$ cat src/verilog/fhq_pkg.sv
// shared constants and carrier types for the host port / dma qualify block
// assumes one 100 MHz clock and an ahb-lite master for the register bus
package fhq_pkg;

  // host operating modes, selected by software through the config register
  typedef enum logic [1:0] {
    FHQ_MODE_BASE    = 2'b00,
    FHQ_MODE_SPECIAL = 2'b01,
    FHQ_MODE_LEGACY  = 2'b10
  } fhq_mode_e;

  // ahb register byte addresses
  localparam logic [7:0] FHQ_ADDR_CONFIG = 8'h00;
  localparam logic [7:0] FHQ_ADDR_STATE = 8'h04;
  localparam logic [7:0] FHQ_ADDR_IRQ_STAT = 8'h08;
  localparam logic [7:0] FHQ_ADDR_IRQ_MASK = 8'h0C;

  // ahb encodings
  localparam logic [1:0] FHQ_HTRANS_NONSEQ = 2'h2;
  localparam logic [1:0] FHQ_HTRANS_SEQ = 2'h3;

  // operations register field positions (two latched bits)
  localparam int FHQ_OP_SEQ_ENABLE = 0;
  localparam int FHQ_OP_DMA_GATE = 1;
  localparam logic [1:0] FHQ_OP_RESET = 2'h0;

  // control register: rate code, the 300 kbs code selects the alternate clock
  localparam logic [1:0] FHQ_CTRL_RESET = 2'h0;
  localparam logic [1:0] FHQ_RATE_300K = 2'h1;

  // host data bus
  localparam int FHQ_DB_W = 8;
  localparam int FHQ_DB_MSB = 7;

  // interrupt status bits
  localparam int FHQ_IRQ_W = 4;
  localparam int FHQ_EV_TC = 0;
  localparam int FHQ_EV_ABORT = 1;
  localparam int FHQ_EV_SWAP = 2;
  localparam int FHQ_EV_FLUX_ERR = 3;
  localparam logic [3:0] FHQ_IRQ_MASK_RESET = 4'h0;

  // host-side pins, all taken as synchronous to clk
  typedef struct packed {
    logic csN;
    logic rdN;
    logic wrN;
    logic regSel;
    logic dackN;
    logic transferEnd;
    logic opLoadSelN;
    logic ctrlLoadSelN;
    logic swapGateN;
    logic swapN;
  } fhq_host_in_s;

  // signals from the microsequencer
  typedef struct packed {
    logic dmaCmd;
    logic byteReq;
    logic cmdDone;
    logic [7:0] dataByte;
    logic [7:0] statusByte;
  } fhq_seq_in_s;

endpackage : fhq_pkg

$ cat src/verilog/fhq_host_dma_qualify.sv
// host port glue: data bus, register load strobes, dma/irq/tc qualification
// assumes synchronous host pins, one clock, an ahb-lite master for config
//
// Functional notes
// - in dma commands transfer-end counts only with grant; base pio needs no grant
// - special or legacy mode: grant-qualified transfer-end needs the dma gating bit
// - legacy mode always needs grant on transfer-end, dma or not
// - legacy mode pio command completion reports an abnormal termination
// - 8-bit tristate data bus, line 0 is lsb, line 7 msb
// - dma request per byte; driven in base, else enabled by gating bit
// - irq on command completion and on pio byte requests
// - irq driven in base, else enabled by gating bit
// - media swap state on bit 7 of control read only while gate low
// - operations load select with write latches two lsbs into operations register
// - control load select with write latches two lsbs into control register
// - reset idles the sequencer, resets outputs, selects base mode
// - raw read stream falling edge marks one flux transition
// - alternate rate clock used only for 300 kbs, chosen by control register
// - grant acts as chip select with data select; gated outside base mode
//
// The AHB-Lite register port and the address map were chosen for this implementation.
`timescale 1ns/100ps

module fhq_host_dma_qualify
  import fhq_pkg::*;
(
  // clock and reset
  input wire logic clk,
  input wire logic rst,
  // ahb-lite slave
  input wire logic hsel,
  input wire logic [7:0] haddr,
  input wire logic [1:0] htrans,
  input wire logic hwrite,
  input wire logic [2:0] hsize,
  input wire logic [31:0] hwdata,
  input wire logic hready,
  output logic [31:0] hrdata,
  output logic hreadyout,
  output logic hresp,
  output logic irqOut,
  // host pins
  input wire fhq_host_in_s hostIn,
  input wire logic [7:0] hostDataIn,
  output logic [7:0] hostDataOut,
  output logic hostDataOe,
  output logic dmaReq,
  output logic dmaReqOe,
  output logic hostIrq,
  output logic hostIrqOe,
  // drive side
  input wire logic rawReadStream,
  // microsequencer side
  input wire fhq_seq_in_s seqIn,
  output logic seqIdle,
  output logic transferEndPulse,
  output logic abortPulse,
  output logic fluxPulse,
  output logic hostWrPulse,
  output logic [7:0] hostWrByte,
  output logic [1:0] opRegOut,
  output logic [1:0] ctrlRegOut,
  output logic altRateSel
);

  // state
  fhq_mode_e mode_reg, mode_next;
  logic [1:0] opReg_reg, opReg_next;
  logic [1:0] ctrlReg_reg, ctrlReg_next;
  logic [3:0] irqStat_reg, irqStat_next;
  logic [3:0] irqMask_reg, irqMask_next;
  logic cmdPend_reg, cmdPend_next;
  logic wrPrevN_reg, wrPrevN_next;
  logic rawPrev_reg, rawPrev_next;
  logic swapPrevN_reg, swapPrevN_next;
  logic dataPhWr_reg, dataPhWr_next;
  logic [7:0] dataPhAddr_reg, dataPhAddr_next;
  logic [31:0] hrdata_reg, hrdata_next;
  logic [7:0] dbOut_reg, dbOut_next;
  logic dbOe_reg, dbOe_next;
  logic dmaReq_reg, dmaReq_next;
  logic dmaOe_reg, dmaOe_next;
  logic hIrq_reg, hIrq_next;
  logic hIrqOe_reg, hIrqOe_next;
  logic teP_reg, teP_next;
  logic abP_reg, abP_next;
  logic flP_reg, flP_next;
  logic wrP_reg, wrP_next;
  logic [7:0] wrB_reg, wrB_next;
  logic irqOut_reg, irqOut_next;

  // decoded host conditions
  logic dmaGate;
  logic grantOk;
  logic dataSelect;
  logic hostRead;
  logic hostWrite;
  logic ctrlRead;
  logic teAccept;
  logic addrPhase;
  logic [3:0] events;

  // grant and select qualification, shared by several paths
  always_comb
  begin
    dmaGate = opReg_reg[FHQ_OP_DMA_GATE];
    // outside base mode the grant only counts with the gating bit set
    grantOk = !hostIn.dackN && (mode_reg == FHQ_MODE_BASE || dmaGate);
    dataSelect = (!hostIn.csN && hostIn.regSel) || grantOk;
    hostRead = !hostIn.rdN && (!hostIn.csN || grantOk);
    // status writes are illegal; they are simply dropped
    hostWrite = !hostIn.wrN && wrPrevN_reg && dataSelect;
    ctrlRead = !hostIn.rdN && !hostIn.ctrlLoadSelN;
    if (mode_reg == FHQ_MODE_LEGACY)
    begin
      teAccept = hostIn.transferEnd && grantOk;
    end
    else if (seqIn.dmaCmd)
    begin
      teAccept = hostIn.transferEnd && grantOk;
    end
    else
    begin
      teAccept = hostIn.transferEnd;
    end
    addrPhase = hsel && hready && (htrans == FHQ_HTRANS_NONSEQ || htrans == FHQ_HTRANS_SEQ);
    events = '0;
    events[FHQ_EV_TC] = teAccept;
    events[FHQ_EV_ABORT] = seqIn.cmdDone && !seqIn.dmaCmd && (mode_reg == FHQ_MODE_LEGACY);
    events[FHQ_EV_SWAP] = hostIn.swapN ^ swapPrevN_reg;
    events[FHQ_EV_FLUX_ERR] = 1'b0;
  end

  // next values for host-facing registers and pins
  always_comb
  begin
    opReg_next = opReg_reg;
    ctrlReg_next = ctrlReg_reg;
    // load select gated with write strobe latches the two lsbs
    if (!hostIn.opLoadSelN && !hostIn.wrN)
    begin
      opReg_next = hostDataIn[1:0];
    end
    if (!hostIn.ctrlLoadSelN && !hostIn.wrN)
    begin
      ctrlReg_next = hostDataIn[1:0];
    end
    wrPrevN_next = hostIn.wrN;
    rawPrev_next = rawReadStream;
    swapPrevN_next = hostIn.swapN;
    // falling edge of the raw stream is one flux transition
    flP_next = rawPrev_reg && !rawReadStream;
    teP_next = teAccept;
    abP_next = events[FHQ_EV_ABORT];
    wrP_next = hostWrite;
    wrB_next = hostWrite ? hostDataIn : wrB_reg;
    // completion stays pending until the host reads status
    cmdPend_next = cmdPend_reg;
    if (hostRead && !dataSelect)
    begin
      cmdPend_next = 1'b0;
    end
    if (seqIn.cmdDone)
    begin
      cmdPend_next = 1'b1; // set wins over the status-read clear
    end
    // data bus drive; bit order follows the port, bit 0 is the lsb
    dbOut_next = '0;
    dbOe_next = 1'b0;
    if (hostRead)
    begin
      dbOut_next = dataSelect ? seqIn.dataByte : seqIn.statusByte;
      dbOe_next = 1'b1;
    end
    else if (ctrlRead && !hostIn.swapGateN)
    begin
      dbOut_next[FHQ_DB_MSB] = hostIn.swapN;
      dbOe_next = 1'b1;
    end
    // dma request for every byte when the command runs in dma mode
    dmaReq_next = seqIn.dmaCmd && seqIn.byteReq;
    dmaOe_next = (mode_reg == FHQ_MODE_BASE) || dmaGate;
    hIrq_next = cmdPend_next || (!seqIn.dmaCmd && seqIn.byteReq);
    hIrqOe_next = (mode_reg == FHQ_MODE_BASE) || dmaGate;
  end

  // next values for the ahb slave and interrupt registers
  always_comb
  begin
    mode_next = mode_reg;
    irqMask_next = irqMask_reg;
    irqStat_next = irqStat_reg;
    dataPhWr_next = addrPhase && hwrite;
    dataPhAddr_next = addrPhase ? haddr : dataPhAddr_reg;
    hrdata_next = '0;
    // writes land in the data phase, when hwdata is valid
    if (dataPhWr_reg)
    begin
      if (dataPhAddr_reg == FHQ_ADDR_CONFIG)
      begin
        mode_next = fhq_mode_e'(hwdata[1:0]);
      end
      else if (dataPhAddr_reg == FHQ_ADDR_IRQ_MASK)
      begin
        irqMask_next = hwdata[FHQ_IRQ_W-1:0];
      end
    end
    // reads sample in the address phase so data stands in the data phase
    if (addrPhase && !hwrite)
    begin
      if (haddr == FHQ_ADDR_CONFIG)
      begin
        hrdata_next[1:0] = mode_reg;
      end
      else if (haddr == FHQ_ADDR_STATE)
      begin
        hrdata_next[5:0] = {altRateSel, cmdPend_reg, ctrlReg_reg, opReg_reg};
      end
      else if (haddr == FHQ_ADDR_IRQ_STAT)
      begin
        hrdata_next[FHQ_IRQ_W-1:0] = irqStat_reg;
        irqStat_next = '0;
      end
      else if (haddr == FHQ_ADDR_IRQ_MASK)
      begin
        hrdata_next[FHQ_IRQ_W-1:0] = irqMask_reg;
      end
      else
      begin
        hrdata_next = '0; // unmapped reads return zero
      end
    end
    // a new event beats the read clear in the same cycle
    irqStat_next = irqStat_next | events;
    irqOut_next = |(irqStat_next & irqMask_next);
  end

  // register stage; reset returns every output to its idle level
  always_ff @(posedge clk)
  begin
    if (rst)
    begin
      mode_reg <= FHQ_MODE_BASE;
      opReg_reg <= FHQ_OP_RESET;
      ctrlReg_reg <= FHQ_CTRL_RESET;
      irqStat_reg <= '0;
      irqMask_reg <= FHQ_IRQ_MASK_RESET;
      cmdPend_reg <= 1'b0;
      wrPrevN_reg <= 1'b1;
      rawPrev_reg <= 1'b1;
      swapPrevN_reg <= 1'b1;
      dataPhWr_reg <= 1'b0;
      dataPhAddr_reg <= '0;
      hrdata_reg <= '0;
      dbOut_reg <= '0;
      dbOe_reg <= 1'b0;
      dmaReq_reg <= 1'b0;
      dmaOe_reg <= 1'b1;
      hIrq_reg <= 1'b0;
      hIrqOe_reg <= 1'b1;
      teP_reg <= 1'b0;
      abP_reg <= 1'b0;
      flP_reg <= 1'b0;
      wrP_reg <= 1'b0;
      wrB_reg <= '0;
      irqOut_reg <= 1'b0;
      seqIdle <= 1'b1;
      altRateSel <= 1'b0;
    end
    else
    begin
      mode_reg <= mode_next;
      opReg_reg <= opReg_next;
      ctrlReg_reg <= ctrlReg_next;
      irqStat_reg <= irqStat_next;
      irqMask_reg <= irqMask_next;
      cmdPend_reg <= cmdPend_next;
      wrPrevN_reg <= wrPrevN_next;
      rawPrev_reg <= rawPrev_next;
      swapPrevN_reg <= swapPrevN_next;
      dataPhWr_reg <= dataPhWr_next;
      dataPhAddr_reg <= dataPhAddr_next;
      hrdata_reg <= hrdata_next;
      dbOut_reg <= dbOut_next;
      dbOe_reg <= dbOe_next;
      dmaReq_reg <= dmaReq_next;
      dmaOe_reg <= dmaOe_next;
      hIrq_reg <= hIrq_next;
      hIrqOe_reg <= hIrqOe_next;
      teP_reg <= teP_next;
      abP_reg <= abP_next;
      flP_reg <= flP_next;
      wrP_reg <= wrP_next;
      wrB_reg <= wrB_next;
      irqOut_reg <= irqOut_next;
      seqIdle <= 1'b0;
      // only the control register picks the alternate rate clock
      altRateSel <= (ctrlReg_reg == FHQ_RATE_300K);
    end
  end

  // outputs straight from flip-flops; zero wait state slave, always okay
  assign hrdata = hrdata_reg;
  assign hreadyout = 1'b1;
  assign hresp = 1'b0;
  assign irqOut = irqOut_reg;
  assign hostDataOut = dbOut_reg;
  assign hostDataOe = dbOe_reg;
  assign dmaReq = dmaReq_reg;
  assign dmaReqOe = dmaOe_reg;
  assign hostIrq = hIrq_reg;
  assign hostIrqOe = hIrqOe_reg;
  assign transferEndPulse = teP_reg;
  assign abortPulse = abP_reg;
  assign fluxPulse = flP_reg;
  assign hostWrPulse = wrP_reg;
  assign hostWrByte = wrB_reg;
  assign opRegOut = opReg_reg;
  assign ctrlRegOut = ctrlReg_reg;

endmodule : fhq_host_dma_qualify

$ cat config.mk
export PLATFORM = sky130hd
export DESIGN_NAME = fhq_host_dma_qualify
export DESIGN_NICKNAME = d
export VERILOG_FILES = /design/src/verilog/fhq_pkg.sv /design/src/verilog/fhq_host_dma_qualify.sv
export SDC_FILE = /design/constraint.sdc
export NUM_CORES = 1
export LEC_CHECK = 0
export BUFFER_PORTS_ARGS = -buffer_cell sky130_fd_sc_hd__buf_4
export CORE_UTILIZATION = 38
export CTS_CLUSTER_DIAMETER = 30
export CTS_CLUSTER_SIZE = 12
export DETAILED_ROUTE_END_ITERATION = 8
export HOLD_SLACK_MARGIN = 0.05
export PLACE_DENSITY = 0.77
export SLEW_MARGIN = 10
export SYNTH_ARGS = -nofsm -noshare
export SYNTH_HDL_FRONTEND = slang
export SYNTH_SLANG_ARGS = --single-unit
$ cat constraint.sdc
create_clock -name clk -period 1.8 [get_ports clk]
set_input_delay 0.18 -clock clk [delete_from_list [all_inputs] [get_ports clk]]
set_output_delay 0.18 -clock clk [all_outputs]
set_load 0.03 [all_outputs]
==> results summary, run 1 <==
Summed over all cells, the static leakage comes to between 1.5 and 2 nW. By startpoint and endpoint, the worst setup path is classified as flop to flop. The slowest stage of the critical path belongs to the cell sky130_fd_sc_hd__dfxtp_1. The total inserted antenna cells is 0.

The post-synthesis instance area came out at 2470 sq um. The total of fill cells in the finished design is 577. The detailed placer's ending HPWL is around 4400 um.

The proportion of layout cells with a drive suffix above 1 is 36.0%. Power comes to 3.15 mW. The final number of max-transition violations is 0. The portion of the clock cycle consumed by the worst path in the final layout came out at 94.8%. The sequential share of the synthesized area came out at ~49%. The biggest area contributor in the post-synthesis netlist is sky130_fd_sc_hd__dfxtp_1.

The reported max-cap violation count came out at 0. The starting density of the core came out at between 30% and 40%. The time the final worst path needs with I/O delays and setup is between 1500 and 2000 ps. Yosys printed 0 warnings.

The core outline area is 6310 sq um. The initial antenna violation count is 0. STA classifies the critical path startpoint as a flop. In the routed layout, each cell is associated on average with a via count of 4.71. The total detailed-routing wirelength came out at 5890 um.

The arrival time of the worst setup path is between 1500 and 2000 ps. The synthesized area per cell is 9.35 sq um. The maximum clock path buffer count is 2. The share of the synthesized area in the top cell type is around 49%. The clock latency on the worst-skew pair is between 300 and 400 ps. Counting every sink on the clock net gives 60. The pin count of the biggest net entering global routing came out at 24. The remaining antenna violation count after routing came out at 0. The number of design-rule violations left by the first detailed-router iteration came out at 46. The cell type group with the largest total delay on the critical path is simple AND/OR/NAND/NOR gates.

The die span in y came out at between 80 and 90 um. The final clock skew came out at 8.69 ps. Ranked by total cell area, the synthesized netlist is headed by sky130_fd_sc_hd__dfxtp_1 49%, sky130_fd_sc_hd__mux2i_1 10%, sky130_fd_sc_hd__buf_4 9.1%. The global placer's final weighted congestion is 0.806. The relative area change from synthesis to final layout came out at 40.0%.

In this run, CTS created clock tree buffers numbering 9. The count of mapped cells out of synthesis came out at 264. The fraction of the core area covered by cells at the end of the flow is 54.7%. Based on the critical path, the design can be clocked at up to 0.586 GHz. The buffer and inverter count on the worst path is 0. The wire length per cell after detailed routing came out at roughly 13 um. The quantity of I/O buffers inserted on ports is 93. The number of placed cells counting well taps is 427. The largest vdd supply drop came out at 601 uV.

The area of the die came out at around 6800 sq um. The synthesized netlist contains 46 unique library cells. The initialized floorplan defines 29 standard-cell rows. Setup violations remaining at the end of the flow were counted as 0.

The count of vias placed by the detailed router is 2,115. In this design, the stage delay of the slowest critical-path cell is 340 ps. Clock tree synthesis selected as its root buffer the cell sky130_fd_sc_hd__clkbuf_8. For this run, design rule violations remaining after detail routing come to 0.

The die outline width came out at between 80 and 90 um. The net count of the finished layout is 456. The flow ran to the end, and the final reports show no timing, DRC or antenna violations.

The wire length of the first global-routing pass is 9080 um. The path class of the tightest hold or removal check is input port to flop. For this run, the number of standard cells in the final layout without fillers is 449. The largest fanout of any net on the critical path came out at 3. The critical path goes through nor4b_4 -> and4_4 -> mux2_4 -> a32oi_2 -> o211ai_1.

The required time of the critical path came out at 2010 ps. The number of register bits inferred by synthesis came out at 60. Global routing finished with a remaining overflow of 0. Leaving out fill and tap cells, the most frequent cell in the layout is sky130_fd_sc_hd__buf_4.

In the layout the commonest cells are 101 x sky130_fd_sc_hd__buf_4, 60 x sky130_fd_sc_hd__dfxtp_1, 32 x sky130_fd_sc_hd__nor2_1. TritonCTS built the clock tree. The iteration count of the initial detailed-routing pass is 4. The post-CTS clock slew at the launch and capture registers of the worst setup and hold paths is 70 ps.

The design area is approximately 3500 sq um. The internal reg-to-reg setup slack came out at 90 ps. The via count of the first global-routing pass came out at 2,049. The total global-route track usage came out at 18.5%. The power density relative to cell area came out at 911 nW/um^2. The worst setup path is captured at a flop. The total count of hold-check failures in the final report came to 0.

The H-tree was split into 3 levels. The instance area at placement came out at 3140 sq um. The top-level port count is 154.
==> per-stage QoR <==
stage	hold slack, ps	setup TNS [ps]	worst slack, ps
finish	66.3	0	93.0
global route	64.2	-3.71	-3.71
CTS	51.4	0	50.5
detailed placement	380	-20.3	-20.3
global placement	372	0	23.7
floorplan	208	0	83.2
==> worst min-delay path: cells and delay by family <==
kind / cells / cell delay [ps]
AND/OR/NAND/NOR: 1 / 70
multiplexers: 1 / 50
buffers and inverters: 1 / 80
==> path summary, 6_finish.rpt <==
kind	startpoint	to	cells after the start
hold / removal	hostDataIn[4]	hostWrByte[4]	3
hold reg to reg	rawPrev_reg	fluxPulse	2
setup / recovery	dataPhAddr_reg[7]	irqOut	5
setup reg to reg	dataPhAddr_reg[7]	irqOut	5
==> routing by layer <==
metal	routed length (um)	global-route usage, %
met1	2320	18.2
met2	3000	33.6
met3	467	8.68
met4	101	6.90
met5	0	0
==> cell type report <==
| type | count | area (sq um) | area share [%] |
|---|---|---|---|
| clock buffer | 9 | 124 | 3.58 |
| clock inverter | 6 | 80.1 | 2.32 |
| inverter | 7 | 26.3 | 0.760 |
| multi-input combinational | 184 | 1120 | 32.4 |
| sequential | 60 | 1200 | 34.8 |
| tap | 77 | 96.3 | 2.79 |
| timing repair buffer | 106 | 808 | 23.4 |
==> where the power goes <==
part           leakage (nW)  internal (mW)  total (mW)  switching [mW]
clock network         0.109          0.761        1.27           0.513
logic                  1.04          0.194       0.473           0.279
registers             0.490           1.38        1.40          0.0255
==> kinds of logic after synthesis <==
group           Yosys count  share of synthesized area, %
compound gates           38                          9.43
xor+xnor                  1                         0.355
buf+inv                  46                          11.7
flops                    60                          48.7
mux                      27                          11.0
other cells               2                         0.304
simple gates             90                          18.5
==> synthesized netlist by cell type, drive strengths merged <==
library cell and number:
nand4 1, inv 7, o2bb2ai 1, nor4 1
nor2b 2, a2bb2oi 1, nor4b 2, and2 5
a21oi 18, a221oi 2, o22ai 1, conb 2
and4 1, nor3 3, dfxtp 60, a31oi 1
a32oi 1, a22oi 1, o21ba 1, nand2 26
or2 4, nand2b 3, xor2 1, and3 3
clkbuf 6, mux2 2, or4 1, o311ai 1
a2111oi 1, nand3 2, nand3b 1, o21ai 7
nor2 32, mux2i 25, o21a 1, buf 33
nor3b 3, o211ai 1
==> what timing repair did <==
item / 4_1_cts / 5_1_grt
hold buffers: 5 / 0
cloned: 0 / 0
setup buffers: 0 / 2
endpoints found under the hold margin: 5 / 0
endpoints found under the setup margin: 1 / 2
gates resized for setup: 1 / 8
pin swaps: 0 / 4
Note: power is estimated with default switching activity, not from simulation.
==> run 2: changes to the inputs <==
- ABC_AREA: unset -> 1
- CORE_UTILIZATION: 38 -> 39
- PLACE_DENSITY: 0.77 -> 0.78
==> run 2 against run 1 <==
The flow now finishes with violations (design-rule violations). Critical path depth is 1 higher. Largest cell class unchanged. Largest power group unchanged. Worst hold slack better by 5.8 ps. Design area is 1.4% higher. Synthesized area is 6.6% higher.
==> results summary, run 2 <==
The run finished, with violations left. The final reports fail on design-rule violations. Setup violations remaining at the end of the flow were counted as 0. The arrival time of the worst setup path is about 1600 ps. Post-CTS timing repair inserted 0 buffers for setup.

The biggest area contributor in the post-synthesis netlist is sky130_fd_sc_hd__dfxtp_1. The number of cell rows came out at 29. STA classifies the critical path startpoint as a flop. The clock latency on the worst-skew pair is 330 ps. The top-level port count came out at 154. Ranked by total cell area, the synthesized netlist is headed by sky130_fd_sc_hd__dfxtp_1 46%, sky130_fd_sc_hd__nand2_1 8.8%, sky130_fd_sc_hd__buf_4 8.3%.

The remaining antenna violation count after routing came out at 0. The buffer type at the clock tree root is sky130_fd_sc_hd__clkbuf_8. The detailed placer's ending HPWL is between 4000 and 5000 um. The total detailed-routing wirelength is approximately 5900 um. The synthesized area per cell is 7.56 sq um. Leaving out fill and tap cells, the most frequent cell in the layout is sky130_fd_sc_hd__buf_4. The worst setup path is of the flop to flop kind.

The share of the synthesized area in the top cell type is 45.6%. The total of cells resized after clock tree synthesis came out at 0. Yosys instantiated no cell more often than sky130_fd_sc_hd__nand2_1. The starting density of the core is 41.0%. The die covers approximately 7000 sq um. In this run the worst hold path is classified as input port to flop. The first global-routing pass estimated 9890 um of wire. Leaving out fill and tap cells, the most frequent cells in the layout are 95 x sky130_fd_sc_hd__buf_4, 62 x sky130_fd_sc_hd__nand2_1, 60 x sky130_fd_sc_hd__dfxtp_1.

The wire length per cell after detailed routing is 11.3 um. The buffer and inverter count on the worst path is 0. The power after layout is 3.23 mW. Global routing used about 18% of the available tracks.

The iteration count of the initial detailed-routing pass is 6. The net count of the finished layout came out at 533. The core outline area is about 6400 sq um. The number of warning messages in the yosys log came out at 0. The final critical path takes up 78.3% of the cycle. The number of register bits inferred by synthesis came out at 60. The total count of hold-check failures in the final report is 0. The pin count of the biggest net entering global routing came out at 23. Setup repair after global routing left no endpoint under its margin. After synthesis, the netlist uses 29 different library cells. The post-synthesis async set-or-reset flop share came out at 0%.

The global placer's final weighted congestion came out at 0.796. The maximum clock path buffer count came out at 2. The number of enable flip-flop cells after synthesis is 0. The cell type group with the largest total delay on the critical path is compound AO/OA/AOI/OAI gates. The number of gates on the worst path with buffers counted is 6. The number of stages on the worst hold path is 2. The required time of the critical path is 2010 ps.

Across the VDD grid, the largest voltage drop is ~560 uV. The post-CTS clock slew at the launch and capture registers of the worst setup and hold paths came out at roughly 60 ps. Traced cell by cell, the critical path runs through o21ai_2 -> nand2_2 -> nand2_4 -> nand3_4 -> o21ai_0 -> a21oi_1.

The post-route netlist has 29.6% of its cells at a drive strength greater than 1. The count of mapped cells out of synthesis came out at between 300 and 400. Among all flip-flop cells after synthesis, the most frequent one is sky130_fd_sc_hd__dfxtp_1.

0 antenna diodes ended up in the layout. The peak clock frequency supported by timing came out at 0.710 GHz. The number of remaining DRC errors is 6.

Buffers inserted during clock tree synthesis total 9. The post-synthesis instance area is 2630 sq um. By count the netlist is led by 62 x sky130_fd_sc_hd__nand2_1, 60 x sky130_fd_sc_hd__dfxtp_1, 48 x sky130_fd_sc_hd__inv_1, 42 x sky130_fd_sc_hd__a21oi_1, 29 x sky130_fd_sc_hd__buf_4. The die outline width came out at about 84 um. The die is 84.1 um tall.

For this design, the sink count on the clock tree is 60. The count of vias placed by the detailed router is 2,357. In this run the tool buffered the top-level ports with 93 buffer cells. The number of cells on the worst reg-to-reg path is 6. STA classifies the critical path endpoint as a flop. The biggest cell delay along the critical path came out at roughly 340 ps. The setup TNS is 0 ps. The reported max-cap violation count is 0. The CTS tree is done. The power density relative to cell area came out at 923 nW/um^2. The number of design-rule violations left by the first detailed-router iteration came out at 116. The via count of the first global-routing pass came to approximately 2,300. For this design the static power due to leakage is ~1.7 nW. The final number of max-transition violations is 0. The final clock skew came out at 4.38 ps. The largest fanout of any net on the critical path came out at 17. The H-tree was split into 3 levels. The time the final worst path needs with I/O delays and setup came out at 1410 ps. The detailed-route vias per instance is 4.47. The residual overflow from global routing came out at 0. The initial antenna violation count came out at 0.

The sequential share of the synthesized area came out at 45.6%. Compared with the post-synthesis result, the final layout area differs by 33.1%. The slowest stage of the critical path is the sky130_fd_sc_hd__dfxtp_1 cell.
-- run 2: cells by family (layout without fill, tap and decap cells) --
| logic type | Yosys count | after routing | share of synthesized area, % |
|---|---|---|---|
| other cells | 2 | 28 | 0.285 |
| compound gates | 76 | 76 | 14.9 |
| flops | 60 | 60 | 45.6 |
| buf+inv | 87 | 163 | 17.2 |
| simple gates | 122 | 122 | 21.6 |
| xor+xnor | 1 | 1 | 0.333 |
-- run 2: area by class of cell --
cell class                      instances  area [sq um]
Clock buffer                           11           141
Clock inverter                          5          75.1
Fill cell                             627          2920
Inverter                               51           191
Multi-Input combinational cell        227          1070
Sequential cell                        60          1200
Tap cell                               77          96.3
Timing Repair Buffer                   96           723
-- run 2: final timing paths --
| check | startpoint | to | slack [ps] |
|---|---|---|---|
| worst max-delay path | mode_reg[0] | hostWrByte[3] | 390 |
| worst min-delay path | hostIn[0] | swapPrevN_reg | 70 |
| worst max register to register | mode_reg[0] | hostWrByte[3] | 390 |
| worst min register to register | rawPrev_reg | fluxPulse | 410 |
-- run 2: layer usage --
layer  part of all wire, %  global-route usage (%)  vias to the layer above
met5                     0                       0                        -
met4                   2.8                    10.0                        0
met3                   5.8                    4.62                       13
met2                    48                    29.8                       75
met1                    44                    21.2                     1039
li1                      -                       -                     1230
-- run 2: metrics by stage --
step / instances / instance area (sq um) / util [%] / hold slack, ps / worst slack, ps
final: 527 / 3500 / 54.5 / 72.1 / 391
after global routing: 527 / 3500 / 54.5 / 71.1 / 197
after CTS: 527 / 3500 / 54.5 / 58.6 / 395
after detailed placement: 510 / 3280 / 51.0 / 387 / 402
after global placement: 510 / 3280 / 51.0 / 383 / 438
after floorplan: 374 / 2730 / - / 208 / 471
-- run 2: report_power, final --
group	leakage (nW)	switching (mW)	internal, mW
combinational	1.12	0.318	0.183
clock	0.113	0.508	0.811
sequential	0.491	0.0265	1.39
-- run 2: worst reg2reg max path: cells and delay by family, from the launching register on --
| kind | cells | cell delay [ps] |
|---|---|---|
| DFF | 1 | 340 |
| and+or+nand+nor | 3 | 460 |
| AOI/OAI and AO/OA | 3 | 490 |
-- run 2: timing repair --
item | 4_1_cts | 5_1_grt
hold endpoints to repair | 1 | 0
hold buffers | 1 | 0
endpoints found under the setup margin | 0 | 0
==> run 3: changes to the inputs <==
- CORE_UTILIZATION: 39 -> 43
- PLACE_DENSITY: 0.78 -> 0.81
- clock period: 1.8 -> 1.3 ns (I/O delays scaled with it)
==> run 3 against run 2 <==
Clock skew grew 3.3 ps. First-iteration DRC count grew 18%. Non-clock buffer count rose by 21. Largest cell class unchanged. Via count is 6.8% higher. Clock power increased by 17%. Worst hold slack worse by 15 ps. Utilization up 9.2 points. Register-to-register slack got worse by 340 ps. Worst setup slack got worse by 340 ps. Routed wire length increased by 12%. Combinational power is 56% higher. The flow now finishes without violations.
==> results summary, run 3 (same netlist as run 2, synthesis figures left out) <==
The die span in y came out at 80.2 um. The count of vias placed by the detailed router is 2,518. The net count of the finished layout came out at 556.

The wire length of the first global-routing pass came out at 9610 um. Global routing consumed, on the met2 layer, 32.6% of the routing resources. The total global-route track usage came out at 19.8%. The pin count of the biggest net entering global routing came out at 23.

The die covers 6440 sq um. In this design, the critical path's most frequently occurring cell is sky130_fd_sc_hd__nand2_1. Of all nets on the critical path, the largest fanout is 5. The worst setup slack before clock tree synthesis came out at 21.6 ps. The largest vdd supply drop came out at 763 uV.

The wire length per cell after detailed routing came out at around 12 um. The design area is roughly 3800 sq um. Traced cell by cell, the critical path runs through nand2_1 -> inv_1 -> nand3_4 -> o21ai_2 -> nand2_1 -> nand2_1 -> nand2_1 -> nor2_1 -> nor2_1. The number of placed cells counting well taps is 512.

The tightest hold margin came out at around 57 ps. The tightest min-delay check is of the input port to flop type. For the worst setup path, the data required time is 1530 ps. The TritonCTS sink count came out at 60. Global routing finished with a remaining overflow of 0. Leaving out fill and tap cells, the most frequent cell in the layout is sky130_fd_sc_hd__buf_4.

Once the floorplan was initialized, standard cells occupied 44.4% of the core. The worst hold path begins at seqIn[2]. Detailed placement ended at an HPWL of around 4500 um. The smallest clock period supported by the final layout is computed as 1250 ps. The global placer's final weighted congestion came out at 0.868. Setup slack closes at 51.9 ps.

From left edge to right edge, the die measures 80.2 um. In this run the power density over the cells is 1140 nW/um^2. The H-tree was split into 3 levels. The number of stages on the worst hold path is 3. Clock tree synthesis selected as its root buffer the cell sky130_fd_sc_hd__clkbuf_8. The worst register-to-register path ends at irqOut.

The type of the setup path with the least slack is flop to flop. The floorplan step defined a core boundary enclosing ~5900 sq um. met2 is the most crowded layer. The met3 track demand over resource in global routing came out at 4.20%. The via count of the first global-routing pass came out at roughly 2,200. The detail route stage leaves a number of antenna-violating nets equal to 0. STA classifies the critical path startpoint as a flop. Leaving out fill and tap cells, the most frequent cells in the layout are 100 x sky130_fd_sc_hd__buf_4, 58 x sky130_fd_sc_hd__nand2_1, 56 x sky130_fd_sc_hd__dfxtp_1.

The routing usage on met1 is around a quarter. Setup violations remaining at the end of the flow were counted as 0. The number of cells on the worst reg-to-reg path is 9. At the worst endpoint, the arrival time is 1480 ps. Setup repair after global routing could not meet its margin everywhere. The first routing iteration left 137 violations. The total of fill cells in the finished design came out at 537. The repair_antennas step left the layout with diodes totalling 0. The worst hold path terminates at hostDataOut[2]. The clock latency on the worst-skew pair came out at about 340 ps. The fraction of the core area covered by cells at the end of the flow came out at 63.7%.

The quantity of I/O buffers inserted on ports came out at 93. Summed over all layers, the routed wires come to roughly 6700 um. The startpoint of the lowest-slack register-to-register path is dataPhAddr_reg[2]. The number of cell rows came out at 28.

For this run, the slowest stage of the critical path takes 350 ps. The top-level port count came out at 154. The maximum clock path buffer count came out at 2. The leakage power total is 1.82 nW. The cell family contributing the most delay on the critical path is simple AND/OR/NAND/NOR gates. The power after layout came out at between 4 and 5 mW.

The initial antenna violation count came out at 0. Relative to the synthesized area, the layout overhead comes to 43.4%. In the routed design, unresolved DRC markers number 0.

The detailed-route vias per instance is 4.59. Counting both buffers and inverters, the worst setup path holds a total of 1. The final clock skew is about 7.7 ps.

The CTS tree is done. Derived from the worst setup path, the maximum achievable clock frequency is 0.801 GHz. The internal reg-to-reg setup slack came out at ~52 ps. The setup TNS is 0 ps. The iteration count of the initial detailed-routing pass came out at 5. The number of buffers inserted during clock tree synthesis came out at 9. The total count of hold-check failures in the final report is 0.

The sequential cell area is 1210 sq um. The run finished with clean final reports. The final number of max-transition violations came out at 0.

After layout, the worst path uses 96.0% of the clock period. The worst setup path is captured at a flop. The final standard cell count with taps included and fillers excluded is 548. The instance area at placement is 3310 sq um. Clock-pin slew was measured on the worst setup and hold paths at ~70 ps. The reported max-cap violation count is 0. The post-route netlist has 33.4% of its cells at a drive strength greater than 1. On the critical path, the stage with the largest delay is an instance of sky130_fd_sc_hd__dfxtp_1.

Summing all multi-input logic gate instances after layout gives ~1200 sq um.
## run 3: area by class of cell
type	instances	share of cell area, %
clock buffers	15	4.68
repair buffers	117	24.5
multi-input cells	229	31.1
inverters	51	5.14
well taps	75	2.49
clock inverters	1	0.133
flip-flops and latches	60	32.0
## run 3: repair_timing
item,4_1_cts,5_1_grt
hold buffers,16,0
setup endpoints to repair,0,21
endpoints found under the hold margin,13,0
gates resized for setup,0,34
setup buffers,0,3
## run 3: worst reg2reg max path: stages, from the launching register on
cell                      delay, ps
sky130_fd_sc_hd__dfxtp_1        350
sky130_fd_sc_hd__nand2_1         60
sky130_fd_sc_hd__inv_1           90
sky130_fd_sc_hd__nand3_4        130
sky130_fd_sc_hd__o21ai_2        160
sky130_fd_sc_hd__nand2_1        100
sky130_fd_sc_hd__nand2_1         70
sky130_fd_sc_hd__nand2_1         50
sky130_fd_sc_hd__nor2_1          90
sky130_fd_sc_hd__nor2_1          40
## run 3: worst max path at each step
stage | start | to | slack (ps) | cells past startpoint
after global placement | dataPhAddr_reg[5] | irqOut | 50 | 8
final | dataPhAddr_reg[2] | irqOut | 50 | 9
after CTS | mode_reg[0] | hostWrByte[4] | 3 | 6
after floorplan | opRegOut[1] | hostWrByte[7] | 90 | 8
after detailed placement | mode_reg[0] | hostWrByte[5] | 20 | 6
after global routing | dataPhAddr_reg[0] | irqOut | -80 | 8
## run 3: where the power goes
group | switching (mW) | internal, mW
Sequential | 0.0459 | 1.92
Combinational | 0.473 | 0.307
Clock | 0.697 | 0.848
## run 3: per-layer routing
layer,up-vias,wire (um)
li1,1285,-
met1,1122,2750
met2,104,3450
met3,7,383
met4,0,76
met5,-,0
